File: config.mk
export PLATFORM = sky130hd
export DESIGN_NAME = dcpr_core
export DESIGN_NICKNAME = d
export VERILOG_FILES = /design/src/dcpr_pkg.sv /design/src/dcpr_core.sv /design/src/dcpr_fifo.sv
export VERILOG_INCLUDE_DIRS = /design/src
export SDC_FILE = /design/constraint.sdc
export NUM_CORES = 1
export LEC_CHECK = 0
export BUFFER_PORTS_ARGS = -buffer_cell sky130_fd_sc_hd__buf_4
export CORE_MARGIN = 2
export CORE_UTILIZATION = 43
export DETAILED_ROUTE_END_ITERATION = 8
export REMOVE_ABC_BUFFERS = 1
export SLEW_MARGIN = 15
export SYNTH_ARGS = -nofsm -noshare
export SYNTH_HDL_FRONTEND = slang
export SYNTH_SLANG_ARGS = --single-unit
File: constraint.sdc
create_clock -name clk_in -period 9.3 [get_ports clk_in]
set_input_delay 0.465 -clock clk_in [delete_from_list [all_inputs] [get_ports clk_in]]
set_output_delay 0.465 -clock clk_in [all_outputs]
set_load 0.02 [all_outputs]
File: src/dcpr_cfg.svh
// constants of the calibration pattern / ecc status / refresh block
// assumes one channel, mode register writes arrive as address + 8-bit operand
`ifndef DCPR_CFG_SVH
`define DCPR_CFG_SVH

// ==========================================================
// mode register addresses
`define DCPR_MA_W             6
`define DCPR_MA_IO_CONFIG     6'h03
`define DCPR_MA_TEMP_STATUS   6'h04
`define DCPR_MA_LOWER_INV     6'h0F
`define DCPR_MA_UPPER_INV     6'h14
`define DCPR_MA_PATTERN_FIRST 6'h20
`define DCPR_MA_ECC           6'h21
`define DCPR_MA_TEST_SINK     6'h27
`define DCPR_MA_PATTERN_SECND 6'h28

// ==========================================================
// field positions
`define DCPR_ECC_CLEAR_BIT    5
`define DCPR_ECC_DOUBLE_BIT   1
`define DCPR_ECC_EVENT_BIT    0
`define DCPR_IO_READ_INV_BIT  6

// ==========================================================
// reset values
`define DCPR_PATTERN_FIRST_RST 8'h5A
`define DCPR_PATTERN_SECND_RST 8'h3C
`define DCPR_INV_MASK_RST      8'h00
`define DCPR_IO_CONFIG_RST     8'h00
`define DCPR_TEMP_STATUS_RST   3'h3

// ==========================================================
// refresh timing, 25 MHz clock
`define DCPR_CLK_PERIOD_NS     40
`define DCPR_REFW_MS           32
`define DCPR_REF_COUNT         8192
`define DCPR_RFC_AB_NS         130
`define DCPR_RFC_PB_NS         60
`define DCPR_RFC_AB_CYC ((`DCPR_RFC_AB_NS + `DCPR_CLK_PERIOD_NS - 1) / `DCPR_CLK_PERIOD_NS)
`define DCPR_RFC_PB_CYC ((`DCPR_RFC_PB_NS + `DCPR_CLK_PERIOD_NS - 1) / `DCPR_CLK_PERIOD_NS)
`define DCPR_REFW_CYC   ((`DCPR_REFW_MS * 1000000) / `DCPR_CLK_PERIOD_NS)
`define DCPR_BIT_CNT_W  4

`endif

File: src/dcpr_pkg.sv
// types of the calibration pattern / ecc status / refresh block
// assumes dcpr_cfg.svh is compiled with it
package dcpr_pkg;
	`include "dcpr_cfg.svh"

	// ==========================================================
	// mode register write carrier
	typedef struct packed {
		logic                   valid;
		logic [`DCPR_MA_W-1:0]  addr;
		logic [7:0]             data;
	} dcpr_mrw_s;

	// one beat of calibration data: 16 dq lanes and 2 dmi lanes
	typedef struct packed {
		logic [15:0] dq;
		logic [1:0]  data_mask_invert_lane;
		logic        dmi_en;
	} dcpr_beat_s;

	typedef enum logic [1:0] {
		DCPR_IDLE,
		DCPR_SEND,
		DCPR_DRAIN
	} dcpr_cal_e;
endpackage : dcpr_pkg

File: src/dcpr_core.sv
// one channel: test sink, ecc status flags, calibration pattern, refresh watch
// assumes mode register writes and commands arrive synchronous to clk_in
//
// How it works
// - test register writes accepted, then ignored
// - clear bit wipes both flags, self-clears
// - ecc flags stay set until clear
// - second pattern byte resets to 3C, writable
// - first then second byte on dq and dmi
// - each byte sent least significant bit first
// - lane inversion on dq only, never dmi
// - no dmi pattern when read inversion off
// - no bus inversion during calibration
// - refresh independent per channel
`include "dcpr_cfg.svh"

module dcpr_core
	import dcpr_pkg::*;
#(
	parameter int REFW_CYC = `DCPR_REFW_CYC
) (
	// clock and reset
	input  wire logic        clk_in,
	input  wire logic        rst_n_in,
	// mode register write port
	input  wire dcpr_mrw_s   mrw_in,
	// commands from controller
	input  wire logic        cal_start_in,
	input  wire logic        ref_ab_in,
	input  wire logic        ref_pb_in,
	input  wire logic        self_refresh_exit_in,
	input  wire logic        self_refresh_entry_in,
	input  wire logic        other_cmd_in,
	// ecc engine events
	input  wire logic        ecc_single_in,
	input  wire logic        ecc_double_in,
	// status out
	output logic [7:0]       ecc_status_out,
	// calibration stream
	output dcpr_beat_s       beat_out,
	output logic             beat_valid_out,
	input  wire logic        beat_ready_in,
	// refresh watch
	output logic             refresh_busy_out,
	output logic             rfc_violation_out,
	output logic             extra_refresh_missing_out,
	output logic             window_short_out
);
	// elaboration check: a window must hold every required refresh
	if (REFW_CYC < `DCPR_REF_COUNT) begin : g_refw_chk
		$error("refresh window too short");
	end

	localparam int RFC_W = 3;
	localparam int WIN_W = $clog2(REFW_CYC + 1);
	localparam int RC_W  = 14;

	// ==========================================================
	// state
	typedef struct packed {
		logic [7:0]              pat_first;
		logic [7:0]              pat_second;
		logic [7:0]              inv_lower;
		logic [7:0]              inv_upper;
		logic                    read_inv;
		logic [2:0]              temp_rate;
		logic                    ecc_double;
		logic                    ecc_event;
		dcpr_cal_e               cal;
		logic [`DCPR_BIT_CNT_W-1:0] bit_idx;
		logic [RFC_W-1:0]        rfc_cnt;
		logic                    after_srx;
		logic                    extra_seen;
		logic [WIN_W-1:0]        win_cnt;
		logic [RC_W:0]           ref_cnt;
		logic [7:0]              ecc_status;
		logic                    busy;
		logic                    rfc_viol;
		logic                    extra_miss;
		logic                    win_short;
		dcpr_beat_s              out_beat;
		logic                    out_valid;
	} dcpr_st_s;

	dcpr_st_s   st;
	dcpr_st_s   next_st;
	dcpr_beat_s beat;
	logic       beat_push;
	logic       fifo_ready;
	logic       sel_second;
	logic [2:0] bsel;
	logic       pbit;
	logic       fifo_valid;
	dcpr_beat_s fifo_data;
	logic       out_take;

	// ==========================================================
	// pattern bit selection
	always_comb begin
		sel_second = st.bit_idx[3];
		bsel       = st.bit_idx[2:0];
		pbit       = sel_second ? st.pat_second[bsel] : st.pat_first[bsel];
		beat.dq    = {{8{pbit}} ^ st.inv_upper, {8{pbit}} ^ st.inv_lower};
		beat.data_mask_invert_lane   = st.read_inv ? {2{pbit}} : 2'h0;
		beat.dmi_en = st.read_inv;
		beat_push  = (st.cal == DCPR_SEND);
	end

	// ==========================================================
	// next state
	always_comb begin
		next_st = st;
		// mode register writes
		if (mrw_in.valid) begin
			case (mrw_in.addr)
				`DCPR_MA_PATTERN_FIRST: next_st.pat_first  = mrw_in.data;
				`DCPR_MA_PATTERN_SECND: next_st.pat_second = mrw_in.data;
				`DCPR_MA_LOWER_INV:     next_st.inv_lower  = mrw_in.data;
				`DCPR_MA_UPPER_INV:     next_st.inv_upper  = mrw_in.data;
				`DCPR_MA_IO_CONFIG:     next_st.read_inv = mrw_in.data[`DCPR_IO_READ_INV_BIT];
				`DCPR_MA_TEMP_STATUS:   next_st.temp_rate  = mrw_in.data[2:0];
				`DCPR_MA_TEST_SINK:     next_st = next_st; // accepted, no effect
				default:                next_st = next_st;
			endcase
		end
		// clear first, events after so a same-cycle event wins
		if (mrw_in.valid && mrw_in.addr == `DCPR_MA_ECC
			&& mrw_in.data[`DCPR_ECC_CLEAR_BIT]) begin
			next_st.ecc_double = 1'b0;
			next_st.ecc_event  = 1'b0;
		end
		if (ecc_double_in) next_st.ecc_double = 1'b1;
		if (ecc_single_in || ecc_double_in) next_st.ecc_event = 1'b1;
		// clear bit never stored, reads zero
		next_st.ecc_status = 8'h00;
		next_st.ecc_status[`DCPR_ECC_DOUBLE_BIT] = next_st.ecc_double;
		next_st.ecc_status[`DCPR_ECC_EVENT_BIT]  = next_st.ecc_event;

		// calibration sequencer, stalls on fifo back-pressure
		case (st.cal)
			DCPR_IDLE: begin
				next_st.bit_idx = '0;
				if (cal_start_in) next_st.cal = DCPR_SEND;
			end
			DCPR_SEND: begin
				if (fifo_ready) begin
					next_st.bit_idx = st.bit_idx + 1'b1;
					if (st.bit_idx == 4'hF) next_st.cal = DCPR_DRAIN;
				end
			end
			DCPR_DRAIN: begin
				next_st.cal = DCPR_IDLE;
			end
			default: next_st.cal = DCPR_IDLE;
		endcase

		// refresh cycle time watch for this channel only
		if (st.rfc_cnt != '0) next_st.rfc_cnt = st.rfc_cnt - 1'b1;
		if (st.rfc_cnt != '0 && (other_cmd_in || ref_ab_in || ref_pb_in)) begin
			next_st.rfc_viol = 1'b1;
		end
		// busy spans only the edges at which a command is still too early
		if (ref_ab_in) next_st.rfc_cnt = RFC_W'(`DCPR_RFC_AB_CYC - 1);
		else if (ref_pb_in) next_st.rfc_cnt = RFC_W'(`DCPR_RFC_PB_CYC - 1);
		next_st.busy = (next_st.rfc_cnt != '0);

		// extra refresh between exit and entry
		if (self_refresh_exit_in) begin
			next_st.after_srx  = 1'b1;
			next_st.extra_seen = 1'b0;
		end else if (st.after_srx && (ref_ab_in || ref_pb_in)) begin
			next_st.extra_seen = 1'b1;
		end
		if (self_refresh_entry_in) begin
			if (st.after_srx && !next_st.extra_seen) next_st.extra_miss = 1'b1;
			next_st.after_srx = 1'b0;
		end

		// refresh count per window, saturating so a long window cannot wrap
		if (ref_ab_in && st.ref_cnt < (RC_W+1)'(`DCPR_REF_COUNT)) begin
			next_st.ref_cnt = st.ref_cnt + 1'b1;
		end
		// 1x window unless status allows longer; last-cycle refresh still counts
		if (st.win_cnt == WIN_W'(REFW_CYC - 1)) begin
			if (next_st.ref_cnt < (RC_W+1)'(`DCPR_REF_COUNT)
				&& st.temp_rate <= `DCPR_TEMP_STATUS_RST) begin
				next_st.win_short = 1'b1;
			end
			next_st.win_cnt = '0;
			next_st.ref_cnt = '0;
		end else begin
			next_st.win_cnt = st.win_cnt + 1'b1;
		end

		// output stage: refill when empty or when the sink takes the beat
		out_take = fifo_valid && (!st.out_valid || beat_ready_in);
		if (out_take) begin
			next_st.out_beat  = fifo_data;
			next_st.out_valid = 1'b1;
		end else if (beat_ready_in) begin
			next_st.out_valid = 1'b0;
		end
	end

	// ==========================================================
	// register stage
	always_ff @(posedge clk_in or negedge rst_n_in) begin
		if (!rst_n_in) begin
			st            <= '0;
			st.pat_first  <= `DCPR_PATTERN_FIRST_RST;
			st.pat_second <= `DCPR_PATTERN_SECND_RST;
			st.inv_lower  <= `DCPR_INV_MASK_RST;
			st.inv_upper  <= `DCPR_INV_MASK_RST;
			st.temp_rate  <= `DCPR_TEMP_STATUS_RST;
			st.cal        <= DCPR_IDLE;
		end else begin
			st <= next_st;
		end
	end

	// ==========================================================
	// calibration output buffer
	dcpr_fifo #(
		.WIDTH ($bits(dcpr_beat_s)),
		.DEPTH (16)
	) u_fifo (
		.clk_in        (clk_in),
		.rst_n_in      (rst_n_in),
		.in_valid_in   (beat_push),
		.in_data_in    (beat),
		.in_ready_out  (fifo_ready),
		.out_valid_out (fifo_valid),
		.out_data_out  (fifo_data),
		.out_ready_in  (out_take)
	);

	// ==========================================================
	// outputs, all straight from the state register
	assign beat_out                  = st.out_beat;
	assign beat_valid_out            = st.out_valid;
	assign ecc_status_out            = st.ecc_status;
	assign refresh_busy_out          = st.busy;
	assign rfc_violation_out         = st.rfc_viol;
	assign extra_refresh_missing_out = st.extra_miss;
	assign window_short_out          = st.win_short;
endmodule : dcpr_core

File: src/dcpr_fifo.sv
// synchronous fifo with valid/ready on both sides
// assumes one clock, asynchronous active-low reset
module dcpr_fifo #(
	parameter int WIDTH = 19,
	parameter int DEPTH = 16
) (
	// clock and reset
	input  wire logic             clk_in,
	input  wire logic             rst_n_in,
	// fill side
	input  wire logic             in_valid_in,
	input  wire logic [WIDTH-1:0] in_data_in,
	output logic                  in_ready_out,
	// drain side
	output logic                  out_valid_out,
	output logic [WIDTH-1:0]      out_data_out,
	input  wire logic             out_ready_in
);
	localparam int AW = $clog2(DEPTH);

	// elaboration check: pointer wrap needs a power-of-two depth
	if (DEPTH < 2 || (1 << AW) != DEPTH) begin : g_depth_chk
		$error("depth must be a power of two");
	end

	// ==========================================================
	// storage and pointers
	typedef struct packed {
		logic [AW:0] wr;
		logic [AW:0] rd;
	} dcpr_fifo_st_s;

	dcpr_fifo_st_s    st;
	dcpr_fifo_st_s    next_st;
	logic [WIDTH-1:0] mem [DEPTH];
	logic             full;
	logic             empty;
	logic             push;
	logic             pop;

	// honest flags from pointer difference
	always_comb begin
		full         = (st.wr[AW] != st.rd[AW]) && (st.wr[AW-1:0] == st.rd[AW-1:0]);
		empty        = (st.wr == st.rd);
		push         = in_valid_in && !full;
		pop          = out_ready_in && !empty;
		in_ready_out = !full;
		out_valid_out = !empty;
		out_data_out = mem[st.rd[AW-1:0]];
		next_st      = st;
		if (push) next_st.wr = st.wr + 1'b1;
		if (pop) next_st.rd = st.rd + 1'b1;
	end

	// pointer registers
	always_ff @(posedge clk_in or negedge rst_n_in) begin
		if (!rst_n_in) begin
			st <= '0;
		end else begin
			st <= next_st;
		end
	end

	// data array, no reset needed
	always_ff @(posedge clk_in) begin
		if (push) mem[st.wr[AW-1:0]] <= in_data_in;
	end
endmodule : dcpr_fifo

==> impl_results.html <==
<table>
<tr><th>Metric</th><th>Value</th></tr>
<tr><th colspan="2">Setup path</th></tr>
<tr><td>Maximum fanout encountered on the critical timing path</td><td>28</td></tr>
<tr><td>R2R setup slack</td><td>6.00 ns</td></tr>
<tr><td>Capture instance of the worst register-to-register path</td><td>u_fifo.mem[11][11]$_DFFE_PP_</td></tr>
<tr><td>CP Cell Sequence</td><td>xnor2_1 &gt; and4_1 &gt; a21oi_2 &gt; and4b_1</td></tr>
<tr><td>Signal arrival time at the worst endpoint</td><td>3.48 ns</td></tr>
<tr><td>Crit-path max cell delay</td><td>1.04 ns</td></tr>
<tr><td>Startpoint types</td><td>register</td></tr>
<tr><td>Required time at the endpoint of the critical path</td><td>about 9.5 ns</td></tr>
<tr><td>Kind of end point of the critical path</td><td>register</td></tr>
<tr><td>Crit path max-delay cell type</td><td>sky130_fd_sc_hd__and4b_1</td></tr>
<tr><td>FF-to-FF Start</td><td>u_fifo.st[1]$_DFFE_PN0P_</td></tr>
<tr><td>Worst reg2reg path depth</td><td>4</td></tr>
<tr><td>Worst Path Class, Setup</td><td>register to register</td></tr>
<tr><th colspan="2">Routing</th></tr>
<tr><td>Routed wire per std cell</td><td>about 22 um</td></tr>
<tr><td>1st-iter DRT viols</td><td>640</td></tr>
<tr><td>Antenna-violating nets left</td><td>0</td></tr>
<tr><td>Vias/cell</td><td>5.40</td></tr>
<tr><td>Number of search-and-repair iterations in the first detailed-routing pass</td><td>5</td></tr>
<tr><td>Remaining DRCs</td><td>0</td></tr>
<tr><td>Total via count after detailed routing</td><td>8298</td></tr>
<tr><td>Wire length reported by the detailed router</td><td>~34000 um</td></tr>
<tr><th colspan="2">STA</th></tr>
<tr><td>Fmax</td><td>between 0.3 and 0.4 GHz</td></tr>
<tr><td>Final setup fails</td><td>0</td></tr>
<tr><td>Setup TNS after final layout</td><td>0 ns</td></tr>
<tr><td>Final worst-path cycle share</td><td>0.355</td></tr>
<tr><td>Worst-margin pin slew</td><td>between 1 and 1.5 ns</td></tr>
<tr><td>RSZ-0062 raised after global routing</td><td>false</td></tr>
<tr><td>Max-slew violations</td><td>0</td></tr>
<tr><td>Largest clock skew in the final design</td><td>between 0.015 and 0.02 ns</td></tr>
<tr><td>Endpoints failing hold</td><td>0</td></tr>
<tr><td>Hold_ws</td><td>about 0.071 ns</td></tr>
<tr><td>Headroom to the max-slew limit</td><td>0.211</td></tr>
<tr><td>Time the worst path needs with I/O delays and setup</td><td>3.30 ns</td></tr>
<tr><th colspan="2">Clock tree</th></tr>
<tr><td>H-tree depth</td><td>2</td></tr>
<tr><td>Total clock sinks</td><td>just over 400</td></tr>
<tr><td>Latest clock arrival within the worst-skew pair</td><td>approximately 0.56 ns</td></tr>
<tr><td>Total clock buffers created by CTS</td><td>43</td></tr>
<tr><td>Clk buf depth</td><td>3</td></tr>
<tr><td>Clock root cell</td><td>sky130_fd_sc_hd__clkbuf_16</td></tr>
<tr><td>Resize count post-CTS</td><td>0</td></tr>
<tr><td>CTS clk-pin slew, worst paths</td><td>0.06 ns</td></tr>
<tr><td>CTS tree</td><td>done</td></tr>
<tr><th colspan="2">Place</th></tr>
<tr><td>Input/output buffers</td><td>between 50 and 60</td></tr>
<tr><td>HPWL reported at the end of detailed placement</td><td>roughly 21000 um</td></tr>
<tr><td>GPL Wtd Cong</td><td>around 0.76</td></tr>
<tr><th colspan="2">Yosys</th></tr>
<tr><td>Count of flip-flops with a built-in enable after synthesis</td><td>between 200 and 300</td></tr>
<tr><td>Count of cell types in the netlist</td><td>57</td></tr>
<tr><td>Async set-reset flop share out of synthesis</td><td>0.285</td></tr>
<tr><td>Combined area of all synthesized cells</td><td>about 17000 sq um</td></tr>
<tr><td>Average footprint of a synthesized cell</td><td>about 18 sq um</td></tr>
<tr><td>Sequential fraction of the synthesis area</td><td>0.699</td></tr>
<tr><td>Synthesized instance count</td><td>921</td></tr>
<tr><td>Flip-flop and latch count after synthesis</td><td>403</td></tr>
<tr><td>Syn. warnings</td><td>0</td></tr>
<tr><td>Leading register cell type out of synthesis</td><td>sky130_fd_sc_hd__edfxtp_1</td></tr>
<tr><th colspan="2">Status</th></tr>
<tr><td>Outcome</td><td>finished clean</td></tr>
<tr><th colspan="2">Min path</th></tr>
<tr><td>Worst Hold Depth</td><td>2</td></tr>
<tr><td>Hold Path End</td><td>st[68]$_DFFE_PN0P_</td></tr>
<tr><td>Startpoint of the most critical hold path</td><td>self_refresh_entry_in</td></tr>
<tr><td>Class of the tightest hold or removal check</td><td>input pin to register</td></tr>
<tr><th colspan="2">Final layout</th></tr>
<tr><td>Total of fill cells in the finished design</td><td>just over 3000</td></tr>
<tr><td>Final design utilization</td><td>0.503</td></tr>
<tr><td>Layout cell share with drive strength beyond 1</td><td>0.264</td></tr>
<tr><td>Synth-to-Final Area Change</td><td>15.1%</td></tr>
<tr><td>Area taken by flip-flops and latches</td><td>about 12000 sq um</td></tr>
<tr><td>Number of nets in the layout</td><td>slightly above 1000</td></tr>
<tr><td>Most used cells in the layout excluding fill and tap cells</td><td>sky130_fd_sc_hd__edfxtp_1 (288), sky130_fd_sc_hd__dfrtp_1 (105), sky130_fd_sc_hd__buf_4 (83), sky130_fd_sc_hd__mux4_2 (73), sky130_fd_sc_hd__clkbuf_16 (43)</td></tr>
<tr><td>Most common library cell in the layout ignoring fill and taps</td><td>sky130_fd_sc_hd__edfxtp_1</td></tr>
<tr><td>Area of the multi-input gates</td><td>~4600 sq um</td></tr>
<tr><th colspan="2">Floorplanning</th></tr>
<tr><td>Die area</td><td>~40000 sq um</td></tr>
<tr><td>Die extent in y</td><td>~200 um</td></tr>
<tr><td>Core region area</td><td>~38000 sq um</td></tr>
<tr><td>Starting Density</td><td>0.437</td></tr>
<tr><td>Row count</td><td>71</td></tr>
<tr><td>Die outline width</td><td>approximately 200 um</td></tr>
<tr><td>I/O pin count</td><td>slightly below 60</td></tr>
<tr><th colspan="2">Power</th></tr>
<tr><td>Maximum resistive drop on vdd</td><td>between 150 and 200 uV</td></tr>
<tr><td>Leakage power</td><td>about 0.007 uW</td></tr>
<tr><td>Power per Cell Area</td><td>351 nW/um^2</td></tr>
<tr><th colspan="2">GRT</th></tr>
<tr><td>GRT Total Usage</td><td>0.177</td></tr>
<tr><td>Largest net degree at the start of global routing</td><td>a little under 70</td></tr>
<tr><td>Overflow left after global routing</td><td>0</td></tr>
<tr><td>Via count of the first global-routing pass</td><td>about 8600</td></tr>
<tr><td>Number of antenna violations at the first check in global routing</td><td>0</td></tr>
<tr><td>Global-route wire length before repair</td><td>about 52000 um</td></tr>
<tr><th colspan="2">Flow run</th></tr>
<tr><td>Count of max-cap constraint violations</td><td>0</td></tr>
</table>
[power breakdown]
| group | total, uW | internal [uW] | switching [uW] |
|---|---|---|---|
| registers | 2820 | 2630 | 191 |
| logic | 1980 | 787 | 1190 |
| clock network | 1880 | 1170 | 709 |
| total | 6680 | 4580 | 2090 |
[worst max-delay path by stage]
stage | startpoint | end | cells past startpoint
detailed placement | u_fifo.st[1]$_DFFE_PN0P_ | u_fifo.mem[11][4]$_DFFE_PP_ | 4
floorplan | u_fifo.st[0]$_DFFE_PN0P_ | u_fifo.mem[0][0]$_DFFE_PP_ | 4
finish | u_fifo.st[1]$_DFFE_PN0P_ | u_fifo.mem[11][11]$_DFFE_PP_ | 4
global placement | u_fifo.st[1]$_DFFE_PN0P_ | u_fifo.mem[11][4]$_DFFE_PP_ | 4
global route | u_fifo.st[1]$_DFFE_PN0P_ | u_fifo.mem[11][11]$_DFFE_PP_ | 4
CTS | u_fifo.st[1]$_DFFE_PN0P_ | u_fifo.mem[10][13]$_DFFE_PP_ | 4
[state kept, by name (all words and copies together) (netlist names)]
signal                     count
beat_out                      18
u_fifo.mem                   288
rfc_violation_out              1
st                            75
refresh_busy_out               1
u_fifo.st                     10
ecc_status_out                 2
extra_refresh_missing_out      1
window_short_out               1
beat_valid_out                 1
sel_second                     1
beat                           1
bsel                           3
[cells in the mapped netlist (3+ instances only)]
cell type / count / area (sq um)
sky130_fd_sc_hd__a211oi_1: 3 / 22.5
sky130_fd_sc_hd__a21oi_1: 10 / 50.1
sky130_fd_sc_hd__a22oi_1: 36 / 270
sky130_fd_sc_hd__and2_1: 5 / 31.3
sky130_fd_sc_hd__and3_1: 6 / 37.5
sky130_fd_sc_hd__and4_1: 5 / 43.8
sky130_fd_sc_hd__and4b_1: 8 / 80.1
sky130_fd_sc_hd__buf_1: 3 / 11.3
sky130_fd_sc_hd__buf_2: 8 / 40.0
sky130_fd_sc_hd__buf_4: 32 / 240
sky130_fd_sc_hd__buf_6: 6 / 67.6
sky130_fd_sc_hd__clkbuf_1: 15 / 56.3
sky130_fd_sc_hd__dfrtp_1: 107 / 2680
sky130_fd_sc_hd__dfstp_2: 8 / 210
sky130_fd_sc_hd__edfxtp_1: 288 / 8650
sky130_fd_sc_hd__ha_1: 10 / 125
sky130_fd_sc_hd__inv_1: 11 / 41.3
sky130_fd_sc_hd__mux2_1: 34 / 383
sky130_fd_sc_hd__mux2_2: 20 / 225
sky130_fd_sc_hd__mux2i_1: 6 / 60.1
sky130_fd_sc_hd__mux4_1: 3 / 78.8
sky130_fd_sc_hd__mux4_2: 73 / 1640
sky130_fd_sc_hd__nand2_1: 27 / 101
sky130_fd_sc_hd__nand3_1: 20 / 100
sky130_fd_sc_hd__nand4_1: 12 / 75.1
sky130_fd_sc_hd__nor2_1: 36 / 135
sky130_fd_sc_hd__nor2b_1: 9 / 56.3
sky130_fd_sc_hd__nor3_1: 3 / 15.0
sky130_fd_sc_hd__nor3b_1: 4 / 30.0
sky130_fd_sc_hd__nor4b_1: 5 / 43.8
sky130_fd_sc_hd__nor4bb_1: 5 / 50.1
sky130_fd_sc_hd__o211ai_1: 4 / 30.0
sky130_fd_sc_hd__o21ai_0: 6 / 30.0
sky130_fd_sc_hd__o21ai_1: 5 / 25.0
sky130_fd_sc_hd__or3_1: 7 / 43.8
sky130_fd_sc_hd__xnor2_1: 36 / 315
sky130_fd_sc_hd__xor2_1: 19 / 166
[per-layer routing]
metal | track usage | wire length, um
met1 | 0.261 | 15500
met5 | 0 | 0
met2 | 0.280 | 16100
met4 | 0.0422 | 511
met3 | 0.0287 | 1790
[per-stage QoR]
stage / setup WS (ns) / instances / cell area, sq um / total power (uW)
final: 6.00 / 1537 / 19000 / 6680
after CTS: 6.01 / 1535 / 19000 / 6750
after global placement: 6.11 / 1454 / 17400 / 4830
after global routing: 5.80 / 1535 / 19000 / 7000
after floorplan: 3.22 / 860 / 16100 / 4060
after detailed placement: 6.03 / 1454 / 17400 / 4870
[final cells by class]
type,instances,share of cell area
diodes,2,0.000263
clock buffers,52,0.0605
clock inverters,28,0.0225
repair buffers,84,0.0333
flip-flops and latches,403,0.607
multi-input cells,446,0.240
well taps,511,0.0336
inverters,11,0.00217
[repair_timing]
action,4_1_cts,5_1_grt
hold buffers,1,0
buffers inserted,0,0
endpoints found under the hold margin,22,0
[cells by family (layout without fill, tap and decap cells)]
| group | Yosys count | in the layout | share of synthesized area |
|---|---|---|---|
| multiplexers | 137 | 137 | 0.146 |
| AND/OR/NAND/NOR | 162 | 162 | 0.0562 |
| buffers and inverters | 77 | 175 | 0.0301 |
| AO/OA/AOI/OAI | 76 | 76 | 0.0321 |
| XOR/XNOR | 55 | 55 | 0.0292 |
| other | 1 | 8 | 0.000227 |
| adder cells (fa/ha/maj) | 10 | 10 | 0.00758 |
| flip-flops | 403 | 403 | 0.699 |
[critical path, delay by kind of cell, from the launching register on]
family,cells,cell delay [ns]
AOI/OAI and AO/OA,1,0.56
DFF,1,0.81
xor gates and xnor gates,1,0.17
and+or+nand+nor,2,1.37
(Power assumes the default switching activity.)
